**src/hcbs_cfg.svh**
```systemverilog
// Purpose: constants for host control and boot strap block
// Assumes: 25 MHz clock
// Notes: register offsets are byte addresses on APB
`ifndef HCBS_CFG_SVH
`define HCBS_CFG_SVH
`define HCBS_OFS_CTRL 12'h000
`define HCBS_OFS_STAT 12'h004
`define HCBS_OFS_LAMP 12'h008
`define HCBS_OFS_RXD 12'h00C
`define HCBS_OFS_TXD 12'h010
`define HCBS_CLK_HZ 25000000
`define HCBS_BAUD 115200
`define HCBS_LAMP_DIV 25000
`define HCBS_RST_MIN_NS 63
`endif

```
**src/hcbs_pkg.sv**
```systemverilog
// Purpose: types for host control and boot strap block
// Assumes: nothing
// Notes: none
package hcbs_pkg;
	typedef enum logic [2:0] {
		HCBS_SLEEP = 3'b001,
		HCBS_AWAKE = 3'b010,
		HCBS_FLASH = 3'b100
	} hcbs_mode_t;
	typedef struct packed {
		logic boot_first;
		logic boot_second;
		logic code_source;
	} hcbs_strap_t;
	typedef enum logic [2:0] {
		HCBS_ST_STANDBY = 3'h0,
		HCBS_ST_INQUIRY = 3'h1,
		HCBS_ST_LINK = 3'h2,
		HCBS_ST_LINKBACK = 3'h3,
		HCBS_ST_LOWBAT = 3'h4,
		HCBS_ST_PAGE = 3'h5,
		HCBS_ST_CHARGE = 3'h6
	} hcbs_state_t;
endpackage : hcbs_pkg

```
**src/hcbs_top.sv**
```systemverilog
// Purpose: host wake, command uart, straps and status lamps
// Assumes: inputs synchronous to clock; rst_b is the module reset pin
// Notes: uart is 8N1; lamp patterns are 8-step masks per state
`timescale 1ns/1ps
`include "hcbs_cfg.svh"
module hcbs_top
	import hcbs_pkg::*;
#(
	parameter int BAUD_DIV = `HCBS_CLK_HZ / `HCBS_BAUD,
	parameter int LAMP_DIV = `HCBS_LAMP_DIV
) (
	input wire logic clock,
	input wire logic rst_b,
	input wire logic uart_rx,
	output logic uart_tx,
	input wire logic wake_key_input,
	output logic host_wake_output,
	input wire hcbs_strap_t strap_in,
	output logic rom_mode,
	output logic application_run_mode,
	output logic status_lamp_one,
	output logic status_lamp_two,
	input wire logic psel,
	input wire logic penable,
	input wire logic pwrite,
	input wire logic [11:0] paddr,
	input wire logic [31:0] pwdata,
	output logic [31:0] prdata,
	output logic pready,
	output logic pslverr
);
	// pads carry pull-ups; strap_in is the pad level, undriven reads 1
	hcbs_mode_t mode_q, mode_d;
	hcbs_strap_t strap_q, strap_d;
	logic strap_done_q, strap_done_d;
	logic rom_q, rom_d, app_q, app_d;
	// control: [0] sleep request, [1] host wake request, [4:2] lamp state
	logic [4:0] ctrl_q, ctrl_d;
	logic [15:0] lamp_pat_q [0:6];
	logic [15:0] lamp_pat_d [0:6];
	logic [31:0] prdata_q, prdata_d;
	logic pready_q, pready_d, pslverr_q, pslverr_d;
	logic [7:0] rxd_q, rxd_d;
	logic rx_full_q, rx_full_d;
	logic [9:0] rx_sh_q, rx_sh_d;
	logic [3:0] rx_cnt_q, rx_cnt_d;
	logic [15:0] rx_div_q, rx_div_d;
	logic rx_busy_q, rx_busy_d;
	logic [9:0] tx_sh_q, tx_sh_d;
	logic [3:0] tx_cnt_q, tx_cnt_d;
	logic [15:0] tx_div_q, tx_div_d;
	logic tx_q, tx_d;
	logic wake_q, wake_d;
	logic [15:0] lamp_div_q, lamp_div_d;
	logic [2:0] lamp_step_q, lamp_step_d;
	logic lamp1_q, lamp1_d, lamp2_q, lamp2_d;
	logic acc, wr, rd;
	logic [15:0] pat;

	assign acc = psel & penable & ~pready_q;
	assign wr = acc & pwrite;
	assign rd = acc & ~pwrite;

	always_comb begin
		mode_d = mode_q;
		strap_d = strap_q;
		strap_done_d = 1'b1;
		rom_d = rom_q;
		app_d = app_q;
		ctrl_d = ctrl_q;
		lamp_pat_d = lamp_pat_q;
		prdata_d = prdata_q;
		pready_d = acc;
		pslverr_d = 1'b0;
		rxd_d = rxd_q;
		rx_full_d = rx_full_q;
		rx_sh_d = rx_sh_q;
		rx_cnt_d = rx_cnt_q;
		rx_div_d = rx_div_q;
		rx_busy_d = rx_busy_q;
		tx_sh_d = tx_sh_q;
		tx_cnt_d = tx_cnt_q;
		tx_div_d = tx_div_q;
		tx_d = tx_q;
		wake_d = wake_q;
		lamp_div_d = lamp_div_q;
		lamp_step_d = lamp_step_q;
		lamp1_d = lamp1_q;
		lamp2_d = lamp2_q;
		pat = 16'h0000;
		// first edge after release catches the straps, then frozen
		if (!strap_done_q) begin
			strap_d = strap_in;
			rom_d = strap_in.code_source;
			if (strap_in.code_source && !strap_in.boot_first && !strap_in.boot_second)
				mode_d = HCBS_FLASH;
			else
				mode_d = HCBS_SLEEP;
		end
		app_d = (mode_q != HCBS_FLASH) && strap_done_q;
		// key ignored on the capture edge, else a held key masks flash straps
		if (strap_done_q && mode_q == HCBS_SLEEP && wake_key_input)
			mode_d = HCBS_AWAKE;
		else if (mode_q == HCBS_AWAKE && ctrl_q[0] && !wake_key_input && tx_cnt_q == 4'h0)
			mode_d = HCBS_SLEEP;
		// command receiver, only while awake
		if (!rx_busy_q) begin
			if (!uart_rx && mode_q == HCBS_AWAKE) begin
				rx_busy_d = 1'b1;
				rx_div_d = 16'(BAUD_DIV / 2);
				rx_cnt_d = 4'h0;
			end
		end else if (rx_div_q != 16'h0000) begin
			rx_div_d = rx_div_q - 16'h0001;
		end else begin
			rx_div_d = 16'(BAUD_DIV - 1);
			rx_sh_d = {uart_rx, rx_sh_q[9:1]};
			rx_cnt_d = rx_cnt_q + 4'h1;
			if (rx_cnt_q == 4'h9) begin
				rx_busy_d = 1'b0;
				rxd_d = rx_sh_d[8:1];
				rx_full_d = 1'b1;
			end
		end
		// answer transmitter
		if (tx_cnt_q != 4'h0) begin
			if (tx_div_q != 16'h0000) begin
				tx_div_d = tx_div_q - 16'h0001;
			end else begin
				tx_div_d = 16'(BAUD_DIV - 1);
				tx_d = tx_sh_q[0];
				tx_sh_d = {1'b1, tx_sh_q[9:1]};
				tx_cnt_d = tx_cnt_q - 4'h1;
			end
		end
		if (tx_cnt_q == 4'h0 && tx_div_q == 16'h0000)
			tx_d = 1'b1;
		// host wake while an answer pends or software asks
		wake_d = ctrl_q[1] | (tx_cnt_q != 4'h0);
		// lamp stepping
		if (lamp_div_q == 16'h0000) begin
			lamp_div_d = 16'(LAMP_DIV - 1);
			lamp_step_d = lamp_step_q + 3'h1;
		end else begin
			lamp_div_d = lamp_div_q - 16'h0001;
		end
		if (ctrl_q[4:2] <= 3'h6)
			pat = lamp_pat_q[ctrl_q[4:2]];
		lamp1_d = pat[{1'b0, lamp_step_q}];
		lamp2_d = pat[{1'b1, lamp_step_q}];
		// apb access
		if (wr) begin
			case (paddr)
				`HCBS_OFS_CTRL: ctrl_d = pwdata[4:0];
				`HCBS_OFS_LAMP: lamp_pat_d[pwdata[18:16]] = pwdata[15:0];
				`HCBS_OFS_TXD: begin
					if (tx_cnt_q == 4'h0) begin
						tx_sh_d = {1'b1, pwdata[7:0], 1'b0};
						tx_cnt_d = 4'hA;
						tx_div_d = 16'(BAUD_DIV - 1);
					end else begin
						pslverr_d = 1'b1;
					end
				end
				default: pslverr_d = 1'b1;
			endcase
		end
		if (rd) begin
			case (paddr)
				`HCBS_OFS_CTRL: prdata_d = {27'h0, ctrl_q};
				`HCBS_OFS_STAT: prdata_d = {23'h0, tx_cnt_q != 4'h0, rx_full_q, strap_q, rom_q, mode_q};
				`HCBS_OFS_RXD: begin
					prdata_d = {24'h0, rxd_q};
					// a byte landing in this cycle keeps the flag set
					if (!(rx_busy_q && rx_div_q == 16'h0000 && rx_cnt_q == 4'h9))
						rx_full_d = 1'b0;
				end
				default: begin
					prdata_d = 32'h0;
					pslverr_d = 1'b1;
				end
			endcase
		end
	end

	// async low reset from the module reset pin; hold is the host's job
	always_ff @(posedge clock or negedge rst_b) begin
		if (!rst_b) begin
			mode_q <= HCBS_SLEEP;
			strap_q <= '1;
			strap_done_q <= 1'b0;
			rom_q <= 1'b1;
			app_q <= 1'b0;
			ctrl_q <= 5'h00;
			for (int i = 0; i < 7; i++)
				lamp_pat_q[i] <= 16'h0000;
			prdata_q <= 32'h0;
			pready_q <= 1'b0;
			pslverr_q <= 1'b0;
			rxd_q <= 8'h00;
			rx_full_q <= 1'b0;
			rx_sh_q <= 10'h000;
			rx_cnt_q <= 4'h0;
			rx_div_q <= 16'h0000;
			rx_busy_q <= 1'b0;
			tx_sh_q <= 10'h3FF;
			tx_cnt_q <= 4'h0;
			tx_div_q <= 16'h0000;
			tx_q <= 1'b1;
			wake_q <= 1'b0;
			lamp_div_q <= 16'h0000;
			lamp_step_q <= 3'h0;
			lamp1_q <= 1'b0;
			lamp2_q <= 1'b0;
		end else begin
			mode_q <= mode_d;
			strap_q <= strap_d;
			strap_done_q <= strap_done_d;
			rom_q <= rom_d;
			app_q <= app_d;
			ctrl_q <= ctrl_d;
			lamp_pat_q <= lamp_pat_d;
			prdata_q <= prdata_d;
			pready_q <= pready_d;
			pslverr_q <= pslverr_d;
			rxd_q <= rxd_d;
			rx_full_q <= rx_full_d;
			rx_sh_q <= rx_sh_d;
			rx_cnt_q <= rx_cnt_d;
			rx_div_q <= rx_div_d;
			rx_busy_q <= rx_busy_d;
			tx_sh_q <= tx_sh_d;
			tx_cnt_q <= tx_cnt_d;
			tx_div_q <= tx_div_d;
			tx_q <= tx_d;
			wake_q <= wake_d;
			lamp_div_q <= lamp_div_d;
			lamp_step_q <= lamp_step_d;
			lamp1_q <= lamp1_d;
			lamp2_q <= lamp2_d;
		end
	end

	assign uart_tx = tx_q;
	assign host_wake_output = wake_q;
	assign rom_mode = rom_q;
	assign application_run_mode = app_q;
	assign status_lamp_one = lamp1_q;
	assign status_lamp_two = lamp2_q;
	assign prdata = prdata_q;
	assign pready = pready_q;
	assign pslverr = pslverr_q;

	a_strap_flash_mode: assert property (@(posedge clock) disable iff (!rst_b)
		(!strap_done_q && strap_in == 3'b001) |=> mode_q == HCBS_FLASH)
		else $error("flash strap combination did not select flash mode");
	a_strap_hold: assert property (@(posedge clock) disable iff (!rst_b)
		strap_done_q |=> $stable(strap_q) && $stable(rom_q))
		else $error("strap value changed after capture");
	a_wake_leaves_sleep: assert property (@(posedge clock) disable iff (!rst_b)
		(strap_done_q && mode_q == HCBS_SLEEP && wake_key_input) |=> mode_q == HCBS_AWAKE)
		else $error("wake key did not leave sleep");
	a_host_wake_tx: assert property (@(posedge clock) disable iff (!rst_b)
		(tx_cnt_q != 4'h0) |=> host_wake_output)
		else $error("host wake low while answer pending");
	a_rx_byte_flag: assert property (@(posedge clock) disable iff (!rst_b)
		(rx_busy_q && rx_div_q == 16'h0000 && rx_cnt_q == 4'h9) |=> rx_full_q && !rx_busy_q)
		else $error("received byte not flagged");
	a_code_source: assert property (@(posedge clock) disable iff (!rst_b)
		strap_done_q |-> rom_q == strap_q.code_source)
		else $error("code source output disagrees with strap");
	a_app_flag: assert property (@(posedge clock) disable iff (!rst_b)
		strap_done_q && mode_q != HCBS_FLASH |=> ##1 application_run_mode || mode_q == HCBS_FLASH)
		else $error("application mode flag missing");
	a_reset_values: assert property (@(posedge clock)
		!rst_b |-> !pready && host_wake_output == 1'b0 && mode_q == HCBS_SLEEP)
		else $error("outputs not at reset values");
	a_apb_one_wait: assert property (@(posedge clock) disable iff (!rst_b)
		(psel && penable && !pready) |=> pready)
		else $error("apb answer late");
endmodule : hcbs_top

```
**config.mk**
```make
export PLATFORM = sky130hd
export DESIGN_NAME = hcbs_top
export DESIGN_NICKNAME = d
export VERILOG_FILES = /design/src/hcbs_pkg.sv /design/src/hcbs_top.sv
export VERILOG_INCLUDE_DIRS = /design/src
export SDC_FILE = /design/constraint.sdc
export NUM_CORES = 1
export LEC_CHECK = 0
export BUFFER_PORTS_ARGS = -buffer_cell sky130_fd_sc_hd__buf_2
export CAP_MARGIN = 20
export CORE_MARGIN = 2
export CORE_UTILIZATION = 40
export CTS_CLUSTER_DIAMETER = 120
export DETAILED_ROUTE_END_ITERATION = 6
export GPL_ROUTABILITY_DRIVEN = 0
export PLACE_DENSITY = 0.63
export SLEW_MARGIN = 25
export SYNTH_ARGS = -nofsm -noshare
export SYNTH_HDL_FRONTEND = slang
export SYNTH_SLANG_ARGS = --single-unit
```
**constraint.sdc**
```tcl
create_clock -name clock -period 3.25 [get_ports clock]
set_clock_uncertainty 0.1 [all_clocks]
set_input_delay 0.325 -clock clock [delete_from_list [all_inputs] [get_ports clock]]
set_output_delay 0.325 -clock clock [all_outputs]
set_load 0.02 [all_outputs]
```
Yosys cells after proc, flatten, opt, wreduce, memory -nomap -nowiden. Index checks and enable logic that the tools add are counted.

Register bits after elaboration: 252. Bits of input ports: 54.

Bitwise operators: 10. Multiplexer cells: 56. Reduce and logical (&&, ||, !) cells: 35. $lt $le $gt $ge: 6. $add $sub $neg: 6. Eq/ne operators: 11.

Operators by type and width (count): $mux W16 (13); $bwmux W112 (1); $mux W10 (5); $bmux W16 S3 (1); $demux W16 S3 (1); $logic_not A16 Y1 (3); $sub A16 B1 Y16 const B (3); $mux W4 (8); $reduce_bool A16 Y1 (2); $pmux W9 S3 (1); $eq A12 B4 Y1 const B (2); $mux W1 (19); $logic_and A1 B1 Y1 (13); $eq A12 B3 Y1 const B (1); $eq A12 B5 Y1 const B (1); $logic_not A12 Y1 (1); $mux W3 (4); $reduce_and A2 Y1 (5); $ge A4 B4 Y1 const B (2); $not A3 Y4 (2); $bmux W1 S3 (2); $lt A3 B5 Y1 const B (1); $lt A4 B5 Y1 const B (1); $add A4 B1 Y4 const B (1); other kinds (22) (31).

Depth between registers and ports, before layout. Gate-level depths: netlist (run 1).

Depth in word-level cells: 7. Mapped depth: 9. Depth with buffers taken out: 7.

Least setup slack after synthesis (run 1). No wires, ideal clock.

Kind: input -> register. From: input paddr[7]. To: register lamp_pat_q[54] in the netlist's numbering. Stages: 7. Buffers on the path: 2. Arrival time: 2273 ps. Slack: 749 ps. Path through: nor4_1 -> nand3_1 -> or4_1 -> buf_2 -> nor3b_4 -> buf_6 -> mux2_1.

Word-level cells in the longest chain between the ends: 2.

RTL lines: start, declared (RTL line hcbs_top.sv:26) `input wire logic [11:0] paddr,`; $eq A12 B4 Y1 (RTL line hcbs_top.sv:153) `case (paddr)`; $reduce_and A2 Y1 (no line); end signal, assigned (RTL line hcbs_top.sv:222) `lamp_pat_q <= lamp_pat_d;`; end, declared (RTL line hcbs_top.sv:39) `logic [15:0] lamp_pat_q [0:6];`.

No other way between the ends. A chain may end at the register's enable or synchronous reset.

Worst setup path after layout (run 1).
From: register tx_div_q[4]. To: register tx_div_q[2].

Word-level cells in the longest chain between the ends: 6.

RTL lines: start, declared (RTL line hcbs_top.sv:51) `logic [15:0] tx_div_q, tx_div_d;`; start signal, assigned (RTL line hcbs_top.sv:234) `tx_div_q <= tx_div_d;`; $reduce_bool A16 Y1 * (RTL line hcbs_top.sv:127) `if (tx_div_q != 16'h0000) begin`; $mux W16 * (RTL line hcbs_top.sv:127); $mux W16 * (RTL line hcbs_top.sv:126) `if (tx_cnt_q != 4'h0) begin`; $mux W16 (RTL line hcbs_top.sv:157) `if (tx_cnt_q == 4'h0) begin`; $mux W16 (RTL line hcbs_top.sv:153); $mux W16 * (RTL line hcbs_top.sv:152) `if (wr) begin`; via tx_div_d[2] (RTL line hcbs_top.sv:51).

Mark *: on every way through the listed nets, which the timed path passes. The rest lies on a longest branch.

==> results_dict.tcl, run 1 <==
set metrics [dict create \
    crit_slowest_cell "sky130_fd_sc_hd__or4_1" \
    cellInternalPower_uw 4760 \
    path_buf_inv 0 \
    rsz0062_at_grt "false" \
    avgViaCountPerCell 5.29 \
    cts_setup_buffers 0 \
    clock_sink_count 227 \
    clock_path_buffers 3 \
    timing.hold.worst.class "input pin to register" \
    synth-seq-area-share_pct 53.2 \
    initial_core_util_pct 40.9 \
    wirelength_mm 22.5 \
    post_route_cells_drive_above_1_share_pct 31.2 \
    crit_path_cell_trace "or4_1 > nor3_2 > nand4_1 > nand2b_1 > nor2_1" \
    fin_area_um2 12300 \
    worst_ep_arrival_time_ns 3.09 \
    max_cap_violations 0 \
    vias 6889 \
    period_share_pct 85.8 \
    track_usage_pct 16.7 \
    met1_use_gr_pct 23.0 \
    dpl.cell_count 1247 \
    port-buffer-count 57 \
    worst_skew_pair_latency_ns 0.53 \
    layoutNonFillerInstCount 1303 \
    worst_setup_hold_path_clk_slew_ns 0.06 \
    preCtsSetupSlack_ns 0.374 \
    synth_seq_cells 227 \
    fp.dieH_um 168 \
    ctsHoldBuffers 11 \
    critPathTopFamily "simple AND/OR/NAND/NOR gates" \
    fp-row-count 59 \
    power_density_nw_per_um2 519 \
    achievable-frequency_mhz 358 \
    antenna_violating_nets_post_route 0 \
    warnings_from_yosys 0 \
    slew_headroom_pct 52.5 \
    area_taken_by_multi_input_logic_gates_um2 4670 \
    worst-slew-pin-transition_ns 0.708 \
    status "complete, no violations" \
    clock-root-buffer "sky130_fd_sc_hd__clkbuf_16" \
    nets 1013 \
    syn-instance-count 876 \
    grt_start_max_net_pins 85 \
    setup_total_negative_slack_ns 0 \
    timing.final.crit_period_ns 2.79 \
    chipWidth_um 168 \
    p_seq_share_pct 48.9 \
    pwr-share-comb_pct 9.7 \
    synth-main-ff-cell "sky130_fd_sc_hd__dfrtp_1" \
    top_level_ports 94 \
    cellLeakagePower_uw 0.00591 \
    setup.worst_path.class "register to register" \
    cts_tree "yes" \
    slowest_delay_ns 0.59 \
    synth-edff-count 0 \
    relative_contribution_of_the_clock_network_to_total_power_pct 41.4 \
    first_iter_violations 412 \
    placed_cell_area_um2 11400 \
    cts_inserted_buffers 25 \
    peakVddDrop_mv 0.385 \
    detailedPlacementHpwl_mm 14.6 \
    fp.dieArea_um2 28100 \
    grt_first_pass_wirelength_mm 38.1 \
    report.final.setup_viol 0 \
    filler_cell_count 2341 \
    final_hold_viol_count 0 \
    startpoint_types "register" \
    clock_tree.htree_level_count 1 \
    globalRouteOverflowTotal 0 \
    core_area_um2 26200 \
    gr_peak_layer "met2" \
    drt-wirelength-per-cell_um 17.2 \
    ff_latch_area_um2 5700 \
    worstSetupEndpointType "register" \
    cts_resized 0 \
    ys_types 68 \
    mappedNetlistArea_um2 10700 \
    final.setup.worst_slack_ns 0.460 \
    grt_use_met3_pct 2.65 \
    synth-async-reset-ratio_pct 100 \
    drtPass1Iterations 4 \
    netSwitchingFraction_pct 25.4 \
    post-route-drc-count 0 \
    grt_pass1_vias 7130 \
    use_met2_pct 27.8 \
    synthToLayoutAreaGrowth_pct 14.6 \
    drv_slew 0 \
    post_synth.cell_area_avg_um2 12.2 \
    required_ns 3.55 \
    critPathMaxFanout 12 \
    power.net_switching_uw 1620 \
    antenna_found_initial 1 \
]
[cell type report]
class / instances / share of cell area (%)
antenna: 1 / 0.0204
clock buffer: 36 / 5.84
clock inverter: 8 / 0.357
inverter: 17 / 0.520
multi-input combinational: 585 / 38.0
sequential: 227 / 46.4
tap: 335 / 3.41
timing repair buffer: 94 / 5.40
[flip-flops by register name, summed over array words and instances (netlist names), 2 cells and up]
signal       cells
rx_div_q        16
strap_q          2
ctrl_q           5
lamp_pat_q     112
lamp_div_q      16
tx_sh_q         10
rx_sh_q          8
tx_div_q        16
tx_cnt_q         4
rxd_q            8
rx_cnt_q         4
prdata           9
lamp_step_q      3
mode_q           3
[cells in the mapped netlist (7+ instances only)]
cell | number | area share [%]
sky130_fd_sc_hd__dfrtp_1 | 212 | 49
sky130_fd_sc_hd__mux2_2 | 135 | 14
sky130_fd_sc_hd__nand2_1 | 52 | 1.8
sky130_fd_sc_hd__nor2_1 | 49 | 1.7
sky130_fd_sc_hd__o21ai_0 | 39 | 1.8
sky130_fd_sc_hd__clkbuf_1 | 32 | 1.1
sky130_fd_sc_hd__buf_4 | 24 | 1.7
sky130_fd_sc_hd__mux2_1 | 20 | 2.1
sky130_fd_sc_hd__a21oi_1 | 18 | 0.84
sky130_fd_sc_hd__inv_1 | 17 | 0.60
sky130_fd_sc_hd__nand3_1 | 17 | 0.79
sky130_fd_sc_hd__xor2_1 | 17 | 1.4
sky130_fd_sc_hd__nor3_1 | 16 | 0.75
sky130_fd_sc_hd__dfstp_2 | 15 | 3.7
sky130_fd_sc_hd__mux2i_1 | 15 | 1.4
sky130_fd_sc_hd__mux4_2 | 14 | 2.9
sky130_fd_sc_hd__nor2b_1 | 14 | 0.82
sky130_fd_sc_hd__xnor2_1 | 13 | 1.1
sky130_fd_sc_hd__nor4_1 | 11 | 0.64
sky130_fd_sc_hd__a221oi_1 | 9 | 0.74
sky130_fd_sc_hd__ha_1 | 9 | 1.1
sky130_fd_sc_hd__a22oi_1 | 8 | 0.56
sky130_fd_sc_hd__nand2b_1 | 7 | 0.41
sky130_fd_sc_hd__nand3b_1 | 7 | 0.49
[tightest hold or removal path: cells and delay by family]
kind,cells,cell delay (ns)
AOI/OAI and AO/OA,1,0.07
buffers and inverters,1,0.17
and+or+nand+nor,1,0.07
[power groups by stage]
stage | sequential (µW) | combinational, µW | clock, µW
2_1_floorplan | 3130 | 438 | 0
3_3_place_gp | 3160 | 607 | 0
3_5_place_dp | 3160 | 618 | 0
4_1_cts | 3120 | 630 | 2710
5_1_grt | 3140 | 718 | 2830
6_report | 3120 | 618 | 2640
[logic make-up (layout without fill, tap and decap cells)]
| group | Yosys count | after routing | share of synthesized area, % |
|---|---|---|---|
| AO/OA/AOI/OAI | 125 | 125 | 7.90 |
| XOR/XNOR | 30 | 30 | 2.45 |
| adder cells (fa/ha/maj) | 9 | 9 | 1.05 |
| buffers and inverters | 86 | 155 | 4.06 |
| flip-flops | 227 | 227 | 53.2 |
| multiplexers | 184 | 184 | 20.6 |
| other | 2 | 25 | 0.0701 |
| AND/OR/NAND/NOR | 213 | 213 | 10.7 |
[routing by layer]
metal  share of wire, %  vias to the layer above
met5                  0                        -
met4                1.7                        0
met3                3.6                       33
met2                 48                      113
met1                 46                     3473
li1                   -                     3270
[worst paths after layout]
check                                               from                       end  slack, ns  cells past startpoint
worst max-delay path               tx_div_q[4]$_DFF_PN0_     tx_div_q[2]$_DFF_PN0_       0.46                      5
worst min-delay path                           pwdata[3]      tx_sh_q[4]$_DFF_PN1_       0.02                      3
worst max register to register     tx_div_q[4]$_DFF_PN0_     tx_div_q[2]$_DFF_PN0_       0.46                      5
worst min register to register  rx_div_q[15]$_DFFE_PN0P_  rx_div_q[15]$_DFFE_PN0P_       0.37                      1
max in group asynchronous                          rst_b       uart_tx$_DFFE_PN1P_       1.87                      3
min in group asynchronous                          rst_b   rx_div_q[4]$_DFFE_PN0P_       0.26                      2
[cell usage in the layout, fill, tap and decap left out, types with 5 or more instances in the layout]
cell type	instances
sky130_fd_sc_hd__dfrtp_1	211
sky130_fd_sc_hd__mux2_2	135
sky130_fd_sc_hd__buf_2	56
sky130_fd_sc_hd__nand2_1	52
sky130_fd_sc_hd__nor2_1	49
sky130_fd_sc_hd__o21ai_0	39
sky130_fd_sc_hd__clkbuf_16	25
sky130_fd_sc_hd__conb_1	24
sky130_fd_sc_hd__buf_4	21
sky130_fd_sc_hd__mux2_1	20
sky130_fd_sc_hd__a21oi_1	18
sky130_fd_sc_hd__inv_1	17
sky130_fd_sc_hd__xor2_1	17
sky130_fd_sc_hd__nand3_1	17
sky130_fd_sc_hd__nor3_1	15
sky130_fd_sc_hd__mux2i_1	15
sky130_fd_sc_hd__dfstp_2	15
sky130_fd_sc_hd__nor2b_1	14
sky130_fd_sc_hd__mux4_2	14
sky130_fd_sc_hd__xnor2_1	13
sky130_fd_sc_hd__nor4_1	11
sky130_fd_sc_hd__dlygate4sd3_1	11
sky130_fd_sc_hd__a221oi_1	9
sky130_fd_sc_hd__ha_1	9
sky130_fd_sc_hd__a22oi_1	8
sky130_fd_sc_hd__nand3b_1	7
sky130_fd_sc_hd__nand2b_1	7
sky130_fd_sc_hd__clkinv_2	7
sky130_fd_sc_hd__or3_1	6
sky130_fd_sc_hd__clkbuf_1	6
sky130_fd_sc_hd__o211ai_1	5
sky130_fd_sc_hd__a21boi_0	5
sky130_fd_sc_hd__a2111oi_0	5
sky130_fd_sc_hd__a22o_1	5
sky130_fd_sc_hd__clkbuf_8	5
sky130_fd_sc_hd__buf_12	5
[stage by stage]
stage | power (µW) | hold slack, ns | util, %
2_1_floorplan | 3570 | -0.0706 | -
3_3_place_gp | 3770 | 0.277 | 43.5
3_5_place_dp | 3780 | 0.275 | 43.5
4_1_cts | 6460 | 0.00154 | 46.9
5_1_grt | 6690 | 0.0106 | 46.9
6_report | 6380 | 0.0166 | 46.9
(Power assumes the default switching activity.)
==> run 2, diff against run 1 <==
--- a/config.mk
+++ b/config.mk
@@ -11,3 +11,3 @@
 export CORE_MARGIN = 2
-export CORE_UTILIZATION = 40
+export CORE_UTILIZATION = 55
 export CTS_CLUSTER_DIAMETER = 120
@@ -15,3 +15,3 @@
 export GPL_ROUTABILITY_DRIVEN = 0
-export PLACE_DENSITY = 0.63
+export PLACE_DENSITY = 0.8
 export SLEW_MARGIN = 25
==> constraint.sdc (replaced) <==
create_clock -name clock -period 3.25 [get_ports clock]
set_clock_uncertainty 0.1 [all_clocks]
set_input_delay 0.65 -clock clock [delete_from_list [all_inputs] [get_ports clock]]
set_output_delay 0.65 -clock clock [all_outputs]
set_load 0.02 [all_outputs]
==> results_dict.tcl, run 2 (synthesis gave the netlist of run 1 again) <==
set metrics [dict create \
    worst_ep_arrival_time_ns 2.85 \
    clock-root-buffer "sky130_fd_sc_hd__clkbuf_16" \
    report.final.setup_viol 0 \
    netSwitchingFraction_pct 24.7 \
    final.setup.worst_slack_ns 0.649 \
    startpoint_types "register" \
    core_area_um2 19300 \
    clock_tree.htree_level_count 1 \
    slew_headroom_pct 50.8 \
    clock_path_buffers 3 \
    port-buffer-count 57 \
    setup.worst_path.class "register to register" \
    power_density_nw_per_um2 530 \
    initial_core_util_pct 55.6 \
    worst_setup_hold_path_clk_slew_ns 0.06 \
    track_usage_pct 22.3 \
    vias 7048 \
    power.net_switching_uw 1590 \
    pwr-share-comb_pct 9.5 \
    largest_register_ff_count 112 \
    globalRouteOverflowTotal 0 \
    worstSetupEndpointType "register" \
    post-route-util_pct 63.0 \
    post-route-drc-count 0 \
    first_iter_violations 427 \
    drv_slew 0 \
    worst_skew_pair_latency_ns 0.51 \
    final_hold_viol_count 0 \
    setup_total_negative_slack_ns 0 \
    post_route_cells_drive_above_1_share_pct 31.5 \
    peakVddDrop_mv 0.415 \
    cellInternalPower_uw 4840 \
    cellLeakagePower_uw 0.00587 \
    fp.dieArea_um2 20600 \
    grt_first_pass_wirelength_mm 36.9 \
    antennaDiodeCount 0 \
    fp.dieH_um 144 \
    mostFrequentLayoutCell "sky130_fd_sc_hd__dfrtp_1" \
    antenna_violating_nets_post_route 0 \
    fp-row-count 51 \
    period_share_pct 80.0 \
    top_level_ports 94 \
    grt_start_max_net_pins 98 \
    grt_pass1_vias 7314 \
    relative_contribution_of_the_clock_network_to_total_power_pct 42.0 \
    max_cap_violations 0 \
    clock_sink_count 227 \
    timing.hold.worst.class "input pin to asynchronous set/reset pin" \
    p_seq_share_pct 48.5 \
    drt-wirelength-per-cell_um 18.0 \
    rsz0062_at_grt "false" \
    filler_cell_count 1457 \
    most-common-layout-cells "sky130_fd_sc_hd__dfrtp_1 (212), sky130_fd_sc_hd__mux2_2 (135), sky130_fd_sc_hd__buf_2 (56), sky130_fd_sc_hd__nand2_1 (52), sky130_fd_sc_hd__nor2_1 (49)" \
    cts_inserted_buffers 24 \
    nets 1000 \
    preCtsSetupSlack_ns 0.303 \
    cts_tree "yes" \
    cts_resized 0 \
    synthToLayoutAreaGrowth_pct 13.2 \
    achievable-frequency_mhz 384 \
    ctsHoldBuffers 0 \
    worst-slew-pin-transition_ns 0.738 \
    largest-register "lamp_pat_q" \
    placed_cell_area_um2 11400 \
    antenna_found_initial 0 \
    avgViaCountPerCell 5.79 \
    fin_area_um2 12100 \
    chipWidth_um 144 \
    status "complete, no violations" \
    critPathMaxFanout 16 \
    required_ns 3.50 \
    drtPass1Iterations 5 \
    cts_setup_buffers 0 \
    detailedPlacementHpwl_mm 13.8 \
    wirelength_mm 21.9 \
    timing.final.crit_period_ns 2.60 \
]
==> run 2: cell types whose count changed in the layout (fill, tap and decap cells not counted), sizes merged <==
cell / delta
dlygate4sd3: -11
buf: -1
clkinvlp: +2
bufinv: +2
inv: -1
clkinv: -1
clkbuf: -5
diode: -1
==> run 2: layer usage <==
metal	up-vias	share of wire, %	GRT usage, %
met1	3542	43	29.5
met3	51	5.0	3.03
li1	3240	-	-
met4	0	2.5	8.20
met5	-	0	0
met2	215	49	37.7
==> run 2: worst paths after layout <==
kind                                          start                         to  slack, ns  cells past startpoint
setup reg to reg              ctrl_q[2]$_DFFE_PN0P_  status_lamp_one$_DFF_PN0_       0.65                      5
max in group asynchronous                     rst_b       tx_sh_q[5]$_DFF_PN1_       2.12                      2
setup / recovery              ctrl_q[2]$_DFFE_PN0P_  status_lamp_one$_DFF_PN0_       0.65                      5
hold / removal                                rst_b    rx_cnt_q[1]$_DFFE_PN0P_       0.07                      1
hold reg to reg            rx_div_q[15]$_DFFE_PN0P_   rx_div_q[15]$_DFFE_PN0P_       0.37                      1
min in group clock                      strap_in[0]       rom_mode$_DFFE_PN1N_       0.29                      2
==> run 2: critical path, stage by stage, from the launching register on <==
cell and delay [ns]:
sky130_fd_sc_hd__dfrtp_1 0.78, sky130_fd_sc_hd__inv_1 0.50, sky130_fd_sc_hd__a221oi_1 0.40, sky130_fd_sc_hd__o22ai_1 0.15
sky130_fd_sc_hd__nor3_1 0.33, sky130_fd_sc_hd__o22ai_1 0.18
==> run 2: layout make-up <==
class	instances	area [µm²]	share of cell area, %
inverters	17	63.8	0.526
clock inverters	10	105	0.866
multi-input cells	585	4670	38.5
repair buffers	82	583	4.81
clock buffers	31	678	5.59
well taps	265	332	2.73
flip-flops and latches	227	5700	47.0
==> run 2: power by group through the flow <==
stage	Combinational, µW	Clock, µW	Sequential, µW
after floorplan	438	0	3130
after global placement	587	0	3160
after detailed placement	614	0	3160
after CTS	619	2750	3120
after global routing	692	2870	3140
final	612	2700	3120
==> run 2: through the flow <==
stage | hold slack, ns | cells | power, µW
global placement | 0.358 | 1176 | 3740
CTS | 0.101 | 1217 | 6490
global route | 0.126 | 1217 | 6700
detailed placement | 0.364 | 1176 | 3780
finish | 0.0719 | 1217 | 6430
floorplan | 0.254 | 898 | 3570
